### config.mk
export PLATFORM = sky130hd
export DESIGN_NAME = scs_safety_cutoff_sequencer
export DESIGN_NICKNAME = d
export VERILOG_FILES = /design/src/pkg/scs_pkg.sv /design/src/hdl/scs_glitch_filter.sv /design/src/hdl/scs_safety_cutoff_sequencer.sv
export SDC_FILE = /design/constraint.sdc
export NUM_CORES = 1
export LEC_CHECK = 0
export ABC_AREA = 1
export BUFFER_PORTS_ARGS = -buffer_cell sky130_fd_sc_hd__buf_2
export CORE_MARGIN = 2
export CORE_UTILIZATION = 65
export CTS_CLUSTER_SIZE = 30
export DETAILED_ROUTE_END_ITERATION = 10
export PLACE_DENSITY = 0.93
export REMOVE_ABC_BUFFERS = 1
export SETUP_SLACK_MARGIN = 0.1
export SYNTH_ARGS = -nofsm -noshare
export SYNTH_HDL_FRONTEND = slang
export SYNTH_SLANG_ARGS = --single-unit
### constraint.sdc
create_clock -name clk -period 2.6 [get_ports clk]
set_input_delay 0.52 -clock clk [delete_from_list [all_inputs] [get_ports clk]]
set_output_delay 0.52 -clock clk [all_outputs]
set_load 0.05 [all_outputs]
### src/pkg/scs_pkg.sv
package scs_pkg;
	// Control clock rate
	localparam int CLK_HZ     = 50_000_000;
	localparam int CYC_PER_US = CLK_HZ / 1_000_000;
	localparam int CYC_PER_MS = CLK_HZ / 1_000;
	// OFF pulses this long or shorter are ignored
	localparam int GLITCH_US  = 500;
	localparam int GLITCH_CYC = GLITCH_US * CYC_PER_US;
	// Longest time from both inputs OFF to motor current removed
	localparam int RESP_MS    = 8;
	localparam int RESP_CYC   = RESP_MS * CYC_PER_MS;
	// Allowed disagreement between the two safety channels
	localparam int SKEW_MS    = 10_000;
	localparam int SKEW_CYC   = SKEW_MS * CYC_PER_MS;
	// Width in bits of the brake-to-disable delay setting, which counts cycles
	localparam int BRK_W      = 16;
	localparam logic [1:0] STOP_MODE_RST = 2'h0;

	typedef enum logic [1:0] {
		ST_BASE    = 2'b00,
		ST_RUN     = 2'b01,
		ST_CUT     = 2'b11,
		ST_CUTWAIT = 2'b10
	} scs_state_t;
endpackage

### src/hdl/scs_glitch_filter.sv
`timescale 1ns/10ps
module scs_glitch_filter import scs_pkg::*; #(
	parameter int unsigned LIMIT = GLITCH_CYC
) (
	input  wire logic clk,
	input  wire logic reset,
	input  wire logic rawOn,
	output logic      filtOn
);
	localparam int CW = $clog2(LIMIT + 1);

	typedef struct packed {
		logic          on;
		logic [CW-1:0] cnt;
	} scs_filt_t;

	scs_filt_t r_ff;
	scs_filt_t nxt_r;

	// ON is taken at once; OFF only after it outlasts LIMIT cycles
	always_comb begin
		nxt_r = r_ff;
		if (rawOn) begin
			nxt_r.on  = 1'b1;
			nxt_r.cnt = '0;
		end else if (r_ff.cnt == CW'(LIMIT)) begin
			nxt_r.on = 1'b0;
		end else begin
			nxt_r.cnt = r_ff.cnt + CW'(1);
		end
	end

	// Starts as OFF so the drive powers up in cutoff
	always_ff @(posedge clk) begin
		if (reset) begin
			r_ff.on  <= 1'b0;
			r_ff.cnt <= CW'(LIMIT);
		end else begin
			r_ff <= nxt_r;
		end
	end

	assign filtOn = r_ff.on;
endmodule

### src/hdl/scs_safety_cutoff_sequencer.sv
`timescale 1ns/10ps
// Overview of operation
// - Either safety input going OFF puts the drive into cutoff.
// - Each channel alone can block the power stage drive signals.
// - Both inputs OFF removes motor power within 8 ms.
// - OFF pulses of 0.5 ms or less are ignored.
// - Channels disagreeing longer than 10 s raise the input-skew alarm.
// - Cutoff with enable 0 returns to base block when both inputs ON.
// - Enable 1 seen during cutoff keeps cutoff until enable 0 arrives.
// - Without main circuit power, cutoff holds until enable 0 arrives.
// - Enable 1 is ignored in cutoff and ready stays 0.
// - Ready is 1 only in base block with both inputs ON.
// - Cutoff drops brake release at once, skipping the brake delay.
// - Cutoff stops the motor with the configured disable stop method.
// - Cutoff ends a local function; restoring inputs does not restart it.
// - Both safety input states are visible on monitor outputs.
// - Failure monitor is ON only with both inputs OFF, within 8 ms.
// - General alarm output is suppressed during cutoff.
module scs_safety_cutoff_sequencer import scs_pkg::*; #(
	parameter int unsigned GLITCH_LIM = GLITCH_CYC,
	parameter int unsigned SKEW_LIM   = SKEW_CYC,
	parameter int unsigned RESP_LIM   = RESP_CYC
) (
	input  wire logic             clk,
	input  wire logic             reset,
	input  wire logic             safetyInputA,
	input  wire logic             safetyInputB,
	input  wire logic             enableCmd,
	input  wire logic             mainPowerOn,
	input  wire logic [BRK_W-1:0] brakeToDisableDelay,
	input  wire logic [1:0]       stopMethodSetting,
	input  wire logic             localFuncEnter,
	input  wire logic             localFuncExit,
	input  wire logic             alarmIn,
	output logic                  gateEnableA,
	output logic                  gateEnableB,
	output logic                  cutoffState,
	output logic                  readyStatus,
	output logic                  inputSkewAlarm,
	output logic                  brakeReleaseOutput,
	output logic                  stopRequest,
	output logic [1:0]            stopMode,
	output logic                  failureMonitorOutput,
	output logic                  generalAlarmOutput,
	output logic                  monitorInputA,
	output logic                  monitorInputB,
	output logic                  localFuncRun
);
	typedef struct packed {
		scs_state_t       st;
		logic             enInCut;
		logic [31:0]      skewCnt;
		logic             skewAlarm;
		logic [BRK_W-1:0] brkCnt;
		logic             brake;
		logic             gateA;
		logic             gateB;
		logic             cut;
		logic             ready;
		logic             stopReq;
		logic [1:0]       stopMode;
		logic             failMon;
		logic             genAlarm;
		logic             monA;
		logic             monB;
		logic             funcRun;
		logic             enterPrev;
	} scs_regs_t;

	scs_regs_t r_ff;
	scs_regs_t nxt_r;
	logic      filtA;
	logic      filtB;

	function automatic logic isCut(input scs_state_t s);
		return (s == ST_CUT) || (s == ST_CUTWAIT);
	endfunction

	// One filter per channel keeps the two paths independent
	scs_glitch_filter #(.LIMIT(GLITCH_LIM)) u_filtA (
		.clk    (clk),
		.reset  (reset),
		.rawOn  (safetyInputA),
		.filtOn (filtA)
	);
	scs_glitch_filter #(.LIMIT(GLITCH_LIM)) u_filtB (
		.clk    (clk),
		.reset  (reset),
		.rawOn  (safetyInputB),
		.filtOn (filtB)
	);

	always_comb begin
		logic req;
		req   = !filtA || !filtB;
		nxt_r = r_ff;
		case (r_ff.st)
			ST_BASE: begin
				if (req) nxt_r.st = ST_CUT;
				else if (enableCmd) nxt_r.st = ST_RUN;
			end
			ST_RUN: begin
				if (req) nxt_r.st = ST_CUT;
				else if (!enableCmd) nxt_r.st = ST_BASE;
			end
			ST_CUT: begin
				// Enable never starts the drive here; an enable of 1 only sends the exit through ST_CUTWAIT
				if (!req) begin
					if (r_ff.enInCut || enableCmd || !mainPowerOn) begin
						nxt_r.st = ST_CUTWAIT;
					end else begin
						nxt_r.st = ST_BASE;
					end
				end
			end
			ST_CUTWAIT: begin
				if (req) nxt_r.st = ST_CUT;
				else if (!enableCmd) nxt_r.st = ST_BASE;
			end
			default: nxt_r.st = ST_CUT;
		endcase
		// Remembers an enable of 1 seen while the inputs were OFF
		nxt_r.enInCut = (r_ff.st == ST_CUT && nxt_r.st == ST_CUT)
			? (r_ff.enInCut || enableCmd) : 1'b0;

		nxt_r.cut   = isCut(nxt_r.st);
		nxt_r.gateA = filtA && nxt_r.st == ST_RUN;
		nxt_r.gateB = filtB && nxt_r.st == ST_RUN;
		nxt_r.ready = nxt_r.st == ST_BASE;

		// Brake release: immediate drop in cutoff, delayed after normal disable
		if (nxt_r.st == ST_RUN) begin
			nxt_r.brake  = 1'b1;
			nxt_r.brkCnt = brakeToDisableDelay;
		end else if (nxt_r.cut) begin
			nxt_r.brake  = 1'b0;
			nxt_r.brkCnt = '0;
		end else if (r_ff.brkCnt != '0) begin
			nxt_r.brkCnt = r_ff.brkCnt - BRK_W'(1);
		end else begin
			nxt_r.brake = 1'b0;
		end

		// Same stop method for cutoff as for a normal disable
		nxt_r.stopReq = (!isCut(r_ff.st) && nxt_r.cut)
			|| (r_ff.st == ST_RUN && nxt_r.st == ST_BASE);
		if (nxt_r.stopReq) nxt_r.stopMode = stopMethodSetting;

		// Skew alarm is latched; only reset clears it, so a flaky wire is seen
		if (filtA != filtB) begin
			if (r_ff.skewCnt >= SKEW_LIM) nxt_r.skewAlarm = 1'b1;
			else nxt_r.skewCnt = r_ff.skewCnt + 32'h0000_0001;
		end else begin
			nxt_r.skewCnt = '0;
		end

		nxt_r.failMon  = !filtA && !filtB;
		nxt_r.genAlarm = alarmIn && !nxt_r.cut;
		nxt_r.monA     = filtA;
		nxt_r.monB     = filtB;

		// Entry counts on its rising edge only, so a held entry cannot restart after cutoff
		nxt_r.enterPrev = localFuncEnter;
		if (nxt_r.cut || localFuncExit) nxt_r.funcRun = 1'b0;
		else if (localFuncEnter && !r_ff.enterPrev) nxt_r.funcRun = 1'b1;
	end

	always_ff @(posedge clk) begin
		if (reset) begin
			r_ff          <= '0;
			r_ff.st       <= ST_CUT;
			r_ff.cut      <= 1'b1;
			r_ff.stopMode <= STOP_MODE_RST;
		end else begin
			r_ff <= nxt_r;
		end
	end

	assign gateEnableA          = r_ff.gateA;
	assign gateEnableB          = r_ff.gateB;
	assign cutoffState          = r_ff.cut;
	assign readyStatus          = r_ff.ready;
	assign inputSkewAlarm       = r_ff.skewAlarm;
	assign brakeReleaseOutput   = r_ff.brake;
	assign stopRequest          = r_ff.stopReq;
	assign stopMode             = r_ff.stopMode;
	assign failureMonitorOutput = r_ff.failMon;
	assign generalAlarmOutput   = r_ff.genAlarm;
	assign monitorInputA        = r_ff.monA;
	assign monitorInputB        = r_ff.monB;
	assign localFuncRun         = r_ff.funcRun;

	// Helper: cycles with both raw inputs OFF
	logic [31:0] offCnt;
	always_ff @(posedge clk) begin
		if (reset || safetyInputA || safetyInputB) offCnt <= '0;
		else if (offCnt != 32'hFFFF_FFFF) offCnt <= offCnt + 32'h0000_0001;
	end

	// Helper: cycles with the filtered channels disagreeing
	logic [31:0] skewSeen;
	always_ff @(posedge clk) begin
		if (reset || filtA == filtB) skewSeen <= '0;
		else if (skewSeen != 32'hFFFF_FFFF) skewSeen <= skewSeen + 32'h0000_0001;
	end
endmodule

Word-level counts from Yosys, hierarchy flattened

Index checks and enable logic that the tools add are counted.
Widths: inputs -> output; s select.

Logic and storage cells: 94
Register bits: 98
Bits of input ports: 27
Output and inout port bits: 14

$lt $le $gt $ge: 1
Multiplexer cells: 17
Reductions and logical operators: 34
Eq/ne operators: 12
Bitwise gates (word level): 2
$add $sub $neg: 4

Operators with widths:

| kind                  | number |
|---|---|
| $mux 16               | 3 |
| $mux 17               | 2 |
| $add 32x1->32 const B | 1 |
| $ge 32x29->1 const B  | 1 |
| $add 15x1->15 const B | 2 |
| $eq 15x15->1 const B  | 2 |
| $mux 15               | 2 |
| $reduce_bool 16->1    | 1 |
| $sub 16x1->16 const B | 1 |
| $mux 2                | 6 |
| $reduce_or 2->1       | 6 |
| $eq 2x2->1 const B    | 4 |
| $logic_and 1x1->1     | 8 |
| $logic_or 1x1->1      | 7 |
| $logic_not 1->1       | 6 |
| $pmux 2 s3            | 1 |
| $eq 2x1->1 const B    | 2 |
| $logic_not 2->1       | 2 |
| $ne 2x2->1 const B    | 2 |
| $reduce_bool 2->1     | 2 |
| $mux 1                | 3 |
| $ne 3x3->1 const B    | 1 |
| $reduce_bool 3->1     | 1 |
| $not 1->1             | 2 |
| 2 further kinds       | 2 |

Depth between registers and ports, before layout

Gate-level depths: netlist of run 1.

Depth in word-level cells: 9
Mapped depth: 13
Mapped depth without buffers: 12

Cells and area by module

Synthesis of run 1 repeated with hierarchy kept, for this count alone.

Cell total of the unflattened synthesis: 909
Area, all modules: 5,754.3 µm²

By module, submodules not included:

| module                      | area each (µm²) | cells each | seq. area each (µm²) | instances |
|---|---|---|---|---|
| scs_safety_cutoff_sequencer | 3,885.0         | 623        | 1,321.3              | 1 |
| scs_glitch_filter           | 934.6           | 143        | 320.3                | 2 |

Worst setup path before layout of run 1

No wires, ideal clock.

Kind: register to register
Start point: register r_ff[64] in the netlist's numbering
End point: register r_ff[17] in the netlist's numbering
Path slack: 0.825 ns
Buffers on the path: 1
Library setup time: 0.128 ns
Stages on the path, launching flop included: 12
Period minus slack after synthesis: 1.775 ns
Data arrival time: 1.648 ns
Data required time: 2.472 ns
Path through: dfxtp_1 inv_1 ha_1 nor2_1 nor2_1 a21oi_2 nand2_2 nor2_4 buf_6 nand2_1 nand2_1 nor2_1

Longest elaborated chain between the ends: 7
Elaborated cells on any way between the ends: 18
Those cells by class: 6 x eq/ne; 8 x mux; 4 x reduce/logical

Ends and longest elaborated chain:

| element                                                        | line                               | text |
|---|---|---|
| from (decl)                                                    | scs_safety_cutoff_sequencer.sv:70  | `scs_regs_t r_ff;` |
| from (signal assigned)                                         | scs_safety_cutoff_sequencer.sv:175 | `r_ff <= nxt_r;` |
| $eq 2x2->1, or another cell as far along                       | scs_safety_cutoff_sequencer.sv:97  | `case (r_ff.st)` |
| $reduce_or 2->1 (no source line), or another cell as far along | -                                  |  |
| $pmux 2 s3 *                                                   | scs_safety_cutoff_sequencer.sv:97  |  |
| $eq 2x2->1                                                     | scs_safety_cutoff_sequencer.sv:76  | `return (s == ST_CUT) \|\| (s == ST_CUTWAIT);` |
| $logic_or 1x1->1                                               | scs_safety_cutoff_sequencer.sv:76  |  |
| $mux 17                                                        | scs_safety_cutoff_sequencer.sv:135 | `end else if (nxt_r.cut) begin` |
| $mux 17                                                        | scs_safety_cutoff_sequencer.sv:132 | `if (nxt_r.st == ST_RUN) begin` |

Every way passes the cells marked *; elsewhere a longest branch is shown, timed or not.
A chain may end at the register's enable or synchronous reset.

Worst setup path in the final report of run 1

Start point: register r_ff[65] in the netlist's numbering
End point: register r_ff[24] in the netlist's numbering

The elaborated chain is that of the path after synthesis.

==> reports/results.ini, run 1 <==
[clock_network]
cts_sinks=98
cts_resized=0
cts_hold_buf=0
cts-root-buf=clkbuf_8
clkLatencyLatePin_ns=0.38
cts_setup_buffers=0
cts_made_buffers=9
cts.clk_slew.worst_paths_ns=0.11
tritoncts=built
h-tree-depth=3
cts.path.max_buffers=2

[logic_synthesis]
synthCells=837
synth_seq_area_share=0.365
syn_avg_cell_area_um2=6.42
synth_cell_type_count=31
synthesis.area_mm2=0.00537
ys_ff_latch=98
yosysWarnings=0

[pwr]
p_sw_uw=2280
leakage_uw=0.00254
combPwrFrac=0.436
intPower_uw=2870
p_sw_frac=0.443
ir_drop_v=0.000489
pwr-share-clk=0.207
pwr-share-seq=0.357
p_per_area_mw_per_mm2=884

[grt]
grt_use_met2=0.441
grt_pass1_vias=4572
grt_busiest_layer=met2
grt_max_degree=31
use_met1=0.370
grt_usage=0.277
met3_usage=0.0455
grt_pass1_wl_mm=20.0
grt.overflow.total=0
antenna_found_initial=0

[detailed_routing]
drt_iter0_markers=433
final_antenna_net_count=0
routed_via_density=5.40
dr.pass1.iters=5
via_count=5299
post_drt_wl_per_cell_um=12.2
wirelength_mm=12.0
drc_errors=0

[setup_path]
crit_path_end_kind=flip-flop
crit_fanout=13
worst_r2r_endpoint=r_ff[24]
worst-endpoint-arrival_ns=2.36
r2r_cells=8
cp_data_required_time_ns=2.85
r2r_setup_slack_ns=0.50
r2r-start=r_ff[65]
start_kind=flip-flop
worstSetupPathType=flip-flop to flip-flop

[cells_and_area]
nets=912
final_core_util=0.717
n_antenna_cell=0
syn_to_final_growth_pct=8.52
multiInputGateArea_mm2=0.00297
drive_above_1_share=0.0924
nFillCells=676
regArea_mm2=0.00196
finalNonFillerCells=982

[floorplan]
die_y_um=94.9
initial_core_util=0.661
io_pins=41
die_x_um=94.9
fp.coreArea_mm2=0.00813
rows=33
fp.dieArea_mm2=0.00901

[placed_design]
io_buffer_count=40
gp_congestion=0.941
hpwl_mm=8.68
dp.cells=966
dp_slack_ns=0.527

[sta]
min_period_ns=2.10
relSlewSlack=0.588
fin_crit_sh=0.809
drv_slew=0
hold_slack_ns=0.302
worstMarginPinSlew_ns=0.615
setup_viol=0
rsz0062_at_grt=false
fin_ws_ns=0.495
skew_ns=0.0156
setup-tns-final_ns=0
hold_violations=0
fmax_mhz=475

[min_path]
whs_endpoint=localFuncRun
hold_path_depth=2
min-delay-start=localFuncExit
hold_path_class=input port to flip-flop

[outcome]
status=completed

[flow_run]
drv_cap=0

==> power groups by stage <==
stage	clock, uW	combinational [uW]	sequential (uW)
finish	1070	2250	1840
global route	1140	2550	1860
CTS	1080	2240	1840
detailed placement	0	2210	1870
global placement	0	2170	1870
floorplan	0	1600	2000
==> synth_stat cells <==
cell type  number  area share
nand2_1       268        0.19
nor2_1        131       0.092
dfxtp_1        98        0.37
inv_1          83       0.058
a21oi_1        61       0.057
nand3_1        37       0.034
o21ai_0        35       0.033
xor2_1         15       0.024
nand4_1        14       0.016
nor3_1         14       0.013
ha_1           13       0.030
nand3b_1       10       0.014
xnor2_1         9       0.015
clkbuf_1        7      0.0049
nor2_2          7      0.0081
buf_2           6      0.0056
buf_6           4      0.0084
nand2_2         4      0.0047
nor2_4          3      0.0063
a31oi_1         2      0.0023
buf_4           2      0.0028
inv_2           2      0.0014
o21ai_1         2      0.0019
o21ai_2         2      0.0033
o31ai_1         2      0.0028
a21oi_2         1      0.0016
buf_1           1     0.00070
inv_4           1      0.0012
nand3_4         1      0.0033
nor4_1          1      0.0012
o211ai_1        1      0.0014
==> cell type report <==
| cell class | count | share of cell area |
|---|---|---|
| clock inverter | 7 | 0.0159 |
| sequential | 98 | 0.336 |
| inverter | 86 | 0.0558 |
| timing repair buffer | 44 | 0.0395 |
| tap | 105 | 0.0225 |
| clock buffer | 9 | 0.0212 |
| multi-input combinational | 633 | 0.509 |
==> state kept, by name, summed over array words and instances (netlist names), 2 cells and up <==
register      cells
r_ff             52
u_filtA.r_ff     15
u_filtB.r_ff     15
stopMode          2
==> metal layers <==
layer / vias to the layer above / part of all wire
met5: - / 0
met4: 0 / 0.021
met3: 25 / 0.065
met2: 173 / 0.47
met1: 2385 / 0.45
li1: 2716 / -
==> cell families (layout without fill, tap and decap cells) <==
kind of cell,after synthesis,count (layout),share of synthesized area
xor gates and xnor gates,24,24,0.0391
DFF,98,98,0.365
and+or+nand+nor,490,490,0.380
AOI/OAI and AO/OA,106,106,0.103
buffers and inverters,106,146,0.0829
adders and majority gates,13,13,0.0303
==> layout by cell type (no fill, tap or decap), drive strengths merged, types with 2 or more instances in the layout <==
cell / count
a21oi: 62
a31oi: 2
buf: 44
clkbuf: 9
clkinv: 2
dfxtp: 98
ha: 13
inv: 90
nand2: 272
nand3: 38
nand3b: 10
nand4: 14
nor2: 141
nor3: 14
o21ai: 39
o31ai: 2
xnor2: 9
xor2: 15
==> critical path: stages, from the launching register on <==
cell,delay (ns)
dfxtp_1,0.43
inv_1,0.12
ha_1,0.34
nand2_1,0.09
nand3_1,0.07
nand2_1,0.30
nand2_1,0.19
o21ai_2,0.35
a21oi_1,0.08
==> stage by stage <==
| step | instance area (um2) | total power (uW) |
|---|---|---|
| 2_1_floorplan | 5250 | 3600 |
| 4_1_cts | 5830 | 5160 |
| 3_3_place_gp | 5620 | 4030 |
| 3_5_place_dp | 5620 | 4080 |
| 5_1_grt | 5830 | 5550 |
| 6_report | 5830 | 5160 |
==> worst max path at each step <==
stage / to / start / slack, ns
global route: r_ff[27] / r_ff[65] / 0.29
floorplan: r_ff[48] / r_ff[56] / 0.83
finish: r_ff[24] / r_ff[65] / 0.50
global placement: r_ff[22] / enableCmd / 0.61
detailed placement: r_ff[22] / r_ff[65] / 0.53
CTS: r_ff[22] / r_ff[65] / 0.52
Note: power is estimated with default switching activity, not from simulation.
==> run 2, diff against run 1 <==
Settings changed: CORE_UTILIZATION 65 to 55, PLACE_DENSITY 0.93 to 0.85.
Clock period 2.6 ns to 1.9 ns, I/O delays scaled along.
==> reports/results.ini, run 2 (synthesis results as in run 1) <==
[pwr]
ir_drop_v=0.000958
intPower_uw=4380
pwr-share-clk=0.179
p_sw_frac=0.442
leakage_uw=0.00264
pwr-share-seq=0.323
p_sw_uw=3460
combPwrFrac=0.499
p_per_area_mw_per_mm2=1270

[clock_network]
h-tree-depth=3
cts_made_buffers=9
cts-root-buf=clkbuf_8
cts_sinks=98
tritoncts=built
cts_hold_buf=0
clkLatencyLatePin_ns=0.37
cts.path.max_buffers=2
cts.clk_slew.worst_paths_ns=0.10

[sta]
setup_viol=0
skew_ns=0.00856
worstMarginPinSlew_ns=0.410
hold_violations=0
setup-tns-final_ns=0
fmax_mhz=586
min_period_ns=1.71
rsz0062_at_grt=true
relSlewSlack=0.726
drv_slew=0
fin_crit_sh=0.899

[floorplan]
die_y_um=103
fp.coreArea_mm2=0.00964
fp.dieArea_mm2=0.0106
die_x_um=103
initial_core_util=0.558
io_pins=41
rows=36

[cells_and_area]
largest-register=r_ff
finalNonFillerCells=1032
final_cell_mix=nand2_1, nor2_1, dfxtp_1
largestRegisters=r_ff (52), u_filtA.r_ff (15), u_filtB.r_ff (15)
regArea_mm2=0.00197
nets=934
drive_above_1_share=0.141
nFillCells=861
n_antenna_cell=0
final_common_cell=nand2_1
largest_reg_flops=52
multiInputGateArea_mm2=0.00308
syn_to_final_growth_pct=14.5

[placed_design]
hpwl_mm=9.21
dp.cells=1009
io_buffer_count=40
gp_congestion=0.950

[detailed_routing]
routed_via_density=5.22
via_count=5387
final_antenna_net_count=0
wirelength_mm=13.1
drc_errors=0
dr.pass1.iters=7
post_drt_wl_per_cell_um=12.7
drt_iter0_markers=286

[grt]
grt_pass1_vias=4519
antenna_found_initial=1
grt_max_degree=31
grt_usage=0.241
grt_pass1_wl_mm=20.3
grt.overflow.total=0

[setup_path]
worstSetupPathType=flip-flop to flip-flop
r2r_cells=12
worst_r2r_endpoint=r_ff[27]
cp_data_required_time_ns=2.18
crit_fanout=6
r2r-start=r_ff[64]
worst-endpoint-arrival_ns=1.99
r2r_setup_slack_ns=0.19
start_kind=flip-flop
crit_path_end_kind=flip-flop

[flow_run]
drv_cap=0

[outcome]
status=completed

[min_path]
hold_path_class=input port to flip-flop
min-delay-start=localFuncExit
hold_path_depth=2
whs_endpoint=localFuncRun

## run 2: changes by cell type in the layout (fill, tap and decap cells not counted), sizes merged
cell | previous run | this run
inv | 90 | 88
clkinvlp | 0 | 2
buf | 44 | 65
clkbuf | 9 | 11
clkinv | 2 | 1
## run 2: worst max path at each step
stage	from	end
2_1_floorplan	r_ff[56]	r_ff[48]
3_3_place_gp	r_ff[64]	r_ff[17]
3_5_place_dp	r_ff[64]	r_ff[23]
4_1_cts	r_ff[31]	r_ff[41]
5_1_grt	r_ff[65]	r_ff[17]
6_report	r_ff[64]	r_ff[27]
## run 2: area by class of cell
class                           instances  share of cell area
Inverter                               86              0.0533
Tap cell                              133              0.0271
Timing Repair Buffer                   66              0.0665
Clock buffer                           10              0.0207
Multi-Input combinational cell        633               0.501
Sequential cell                        98               0.320
Clock inverter                          6              0.0120
## run 2: layer usage
metal / vias to the layer above / global-route usage / part of all wire
met5: - / 0 / 0.00061
met2: 203 / 0.369 / 0.46
met3: 34 / 0.0332 / 0.065
met4: 2 / 0.113 / 0.028
li1: 2759 / - / -
met1: 2389 / 0.337 / 0.44
## run 2: what timing repair did
item,4_1_cts,5_1_grt
pin swaps,1,11
endpoints found under the setup margin,14,30
buffers inserted,3,4
gates resized for setup,2,32
## run 2: critical path, cell delays in order (launching register included)
cell     delay [ns]
dfxtp_2        0.37
inv_4          0.05
ha_4           0.30
nand3_1        0.10
nand2_2        0.09
nand3_4        0.13
inv_4          0.13
nor2_4         0.04
buf_4          0.15
nand3_1        0.08
nand2_1        0.07
nand2_1        0.07
inv_1          0.04
## run 2: power groups by stage
stage	registers (uW)	clock network [uW]	logic [uW]
2_1_floorplan	2740	0	2190
3_3_place_gp	2540	0	3200
3_5_place_dp	2540	0	3250
4_1_cts	2500	1420	3400
5_1_grt	2550	1490	4250
6_report	2530	1400	3910
## run 2: through the flow
step / instance area, um2 / worst slack [ns] / hold WS, ns / power, uW / utilization
4_1_cts: 6010 / 0.124 / 0.153 / 7320 / 0.624
6_report: 6150 / 0.193 / 0.162 / 7840 / 0.638
5_1_grt: 6150 / 0.0861 / 0.158 / 8290 / 0.638
2_1_floorplan: 5250 / 0.129 / 0.416 / 4930 / -
3_5_place_dp: 5780 / 0.00405 / 0.434 / 5790 / 0.599
3_3_place_gp: 5780 / 0.0696 / 0.425 / 5740 / 0.599
==> run 3, diff against run 2 <==
Settings changed: CORE_UTILIZATION 55 to 65, PLACE_DENSITY 0.85 to 0.93, SLEW_MARGIN set to 10.
Clock period 1.9 ns to 2.05 ns, I/O delays scaled along.
==> reports/results.ini, run 3 (synthesis results as in run 1) <==
[detailed_routing]
drc_errors=0
via_count=5457
met1_length_mm=5.47
dr.pass1.iters=5
wl_met3_um=945
routed_via_density=5.50
route.met2.wl_mm=5.79
post_drt_wl_per_cell_um=12.7
top_layer=met4
wirelength_mm=12.6
final_antenna_net_count=0
drt_iter0_markers=449

[setup_path]
setup.worst_path.start=r_ff[64]
start_kind=flip-flop
r2r_cells=12
crit_fanout=6
r2r-start=r_ff[64]
crit_path_end_kind=flip-flop
cp_data_required_time_ns=2.38
worstSetupPathType=flip-flop to flip-flop
r2r_setup_slack_ns=0.20
worst_r2r_endpoint=r_ff[19]
worst-endpoint-arrival_ns=2.17
crit_end=r_ff[19]

[cells_and_area]
largest_reg_flops=52
nFillCells=657
multiInputGateArea_mm2=0.00301
final_common_cell=nand2_1
syn_to_final_growth_pct=10.4
largestRegisters=r_ff (52), u_filtA.r_ff (15), u_filtB.r_ff (15)
regArea_mm2=0.00196
finalNonFillerCells=993
drive_above_1_share=0.116
fin_area_mm2=0.00593
largest-register=r_ff
nets=923
final_cell_mix=nand2_1, nor2_1, dfxtp_1
n_antenna_cell=0

[clock_network]
tritoncts=built
h-tree-depth=3
cts.path.max_buffers=2
clkLatencyLatePin_ns=0.38
cts.clk_slew.worst_paths_ns=0.11
cts_hold_buf=0
cts_made_buffers=9
cts_sinks=98
cts-root-buf=clkbuf_8

[floorplan]
io_pins=41
fp.dieArea_mm2=0.00901
die_y_um=94.9
die_x_um=94.9
rows=33
initial_core_util=0.661
fp.coreArea_mm2=0.00813

[grt]
grt_max_degree=32
antenna_found_initial=0
grt.overflow.total=0
grt_usage=0.280
grt_pass1_vias=4654
grt_pass1_wl_mm=20.2

[pwr]
ir_drop_v=0.000651
p_per_area_mw_per_mm2=1130
leakage_uw=0.00256

[sta]
setup_viol=0
hold_slack_ns=0.185
hold_violations=0
worstMarginPinSlew_ns=0.370
fmax_mhz=541
relSlewSlack=0.753
skew_ns=0.00768
drv_slew=0
min_period_ns=1.85
setup-tns-final_ns=0
fin_crit_sh=0.901
rsz0062_at_grt=true

[placed_design]
gp_congestion=0.976
io_buffer_count=40
placed_cell_area_mm2=0.00566
hpwl_mm=8.81
dp.cells=972

[outcome]
status=completed

[min_path]
min-delay-start=localFuncExit
hold_path_class=input port to flip-flop

[flow_run]
drv_cap=0

==> run 3: cell count changes in the layout (fill, tap and decap cells not counted), moves of 2 or more <==
cell and delta:
buf_4 -10, dfxtp_1 +3, dfxtp_2 -3, ha_2 +2, ha_4 -3, nand2_1 +4, nand2_2 -4, nor2_1 +4
nor2_4 -3
==> run 3: where the power goes <==
part	leakage, uW	internal (uW)	total [uW]	switching (uW)
sequential	0.000799	2140	2340	201
clock	0.0000966	477	1230	750
combinational	0.00167	1090	3160	2070
total	0.00256	3710	6730	3020
==> run 3: layout make-up <==
type / instances / area share
Multi-Input combinational cell: 634 / 0.507
Sequential cell: 98 / 0.331
Inverter: 86 / 0.0555
Timing Repair Buffer: 53 / 0.0502
Tap cell: 105 / 0.0222
Clock buffer: 9 / 0.0209
Clock inverter: 7 / 0.0122
Timing Repair inverter: 1 / 0.00127
==> run 3: stage by stage <==
step                setup slack (ns)  utilization  total power (uW)
floorplan                      0.279            -              4570
global placement               0.101        0.696              5210
detailed placement            0.0194        0.696              5280
CTS                            0.112        0.724              6600
global route                  0.0946        0.729              7190
finish                         0.203        0.729              6730
==> run 3: worst min-delay path by stage <==
stage | to | slack [ns] | cells past startpoint
finish | localFuncRun | 0.18 | 2
global route | localFuncRun | 0.16 | 2
CTS | localFuncRun | 0.18 | 2
detailed placement | r_ff[61] | 0.43 | 2
global placement | r_ff[61] | 0.42 | 2
floorplan | r_ff[62] | 0.42 | 2
==> run 3: routing by layer <==
metal  track usage  up-vias
met5             0        -
li1              -     2733
met3        0.0495       43
met1         0.360     2449
met2         0.457      232
met4         0.127        0
==> run 3: worst max-delay path, cell delays in order, from the launching register on <==
cell and delay (ns):
dfxtp_2 0.39, inv_2 0.08, ha_4 0.26, nor2_2 0.15, nor2_1 0.07, a21oi_2 0.11
nand2_2 0.15, nor2_4 0.18, buf_4 0.14, nand2_1 0.05, nand2_1 0.07, nand2_1 0.07
nor2_1 0.08
==> run 3: timing repair <==
item	CTS	global route
endpoints found under the setup margin	14	48
buffers inserted	3	0
pin swaps	2	1
gates cloned	1	1
gates resized for setup	2	10
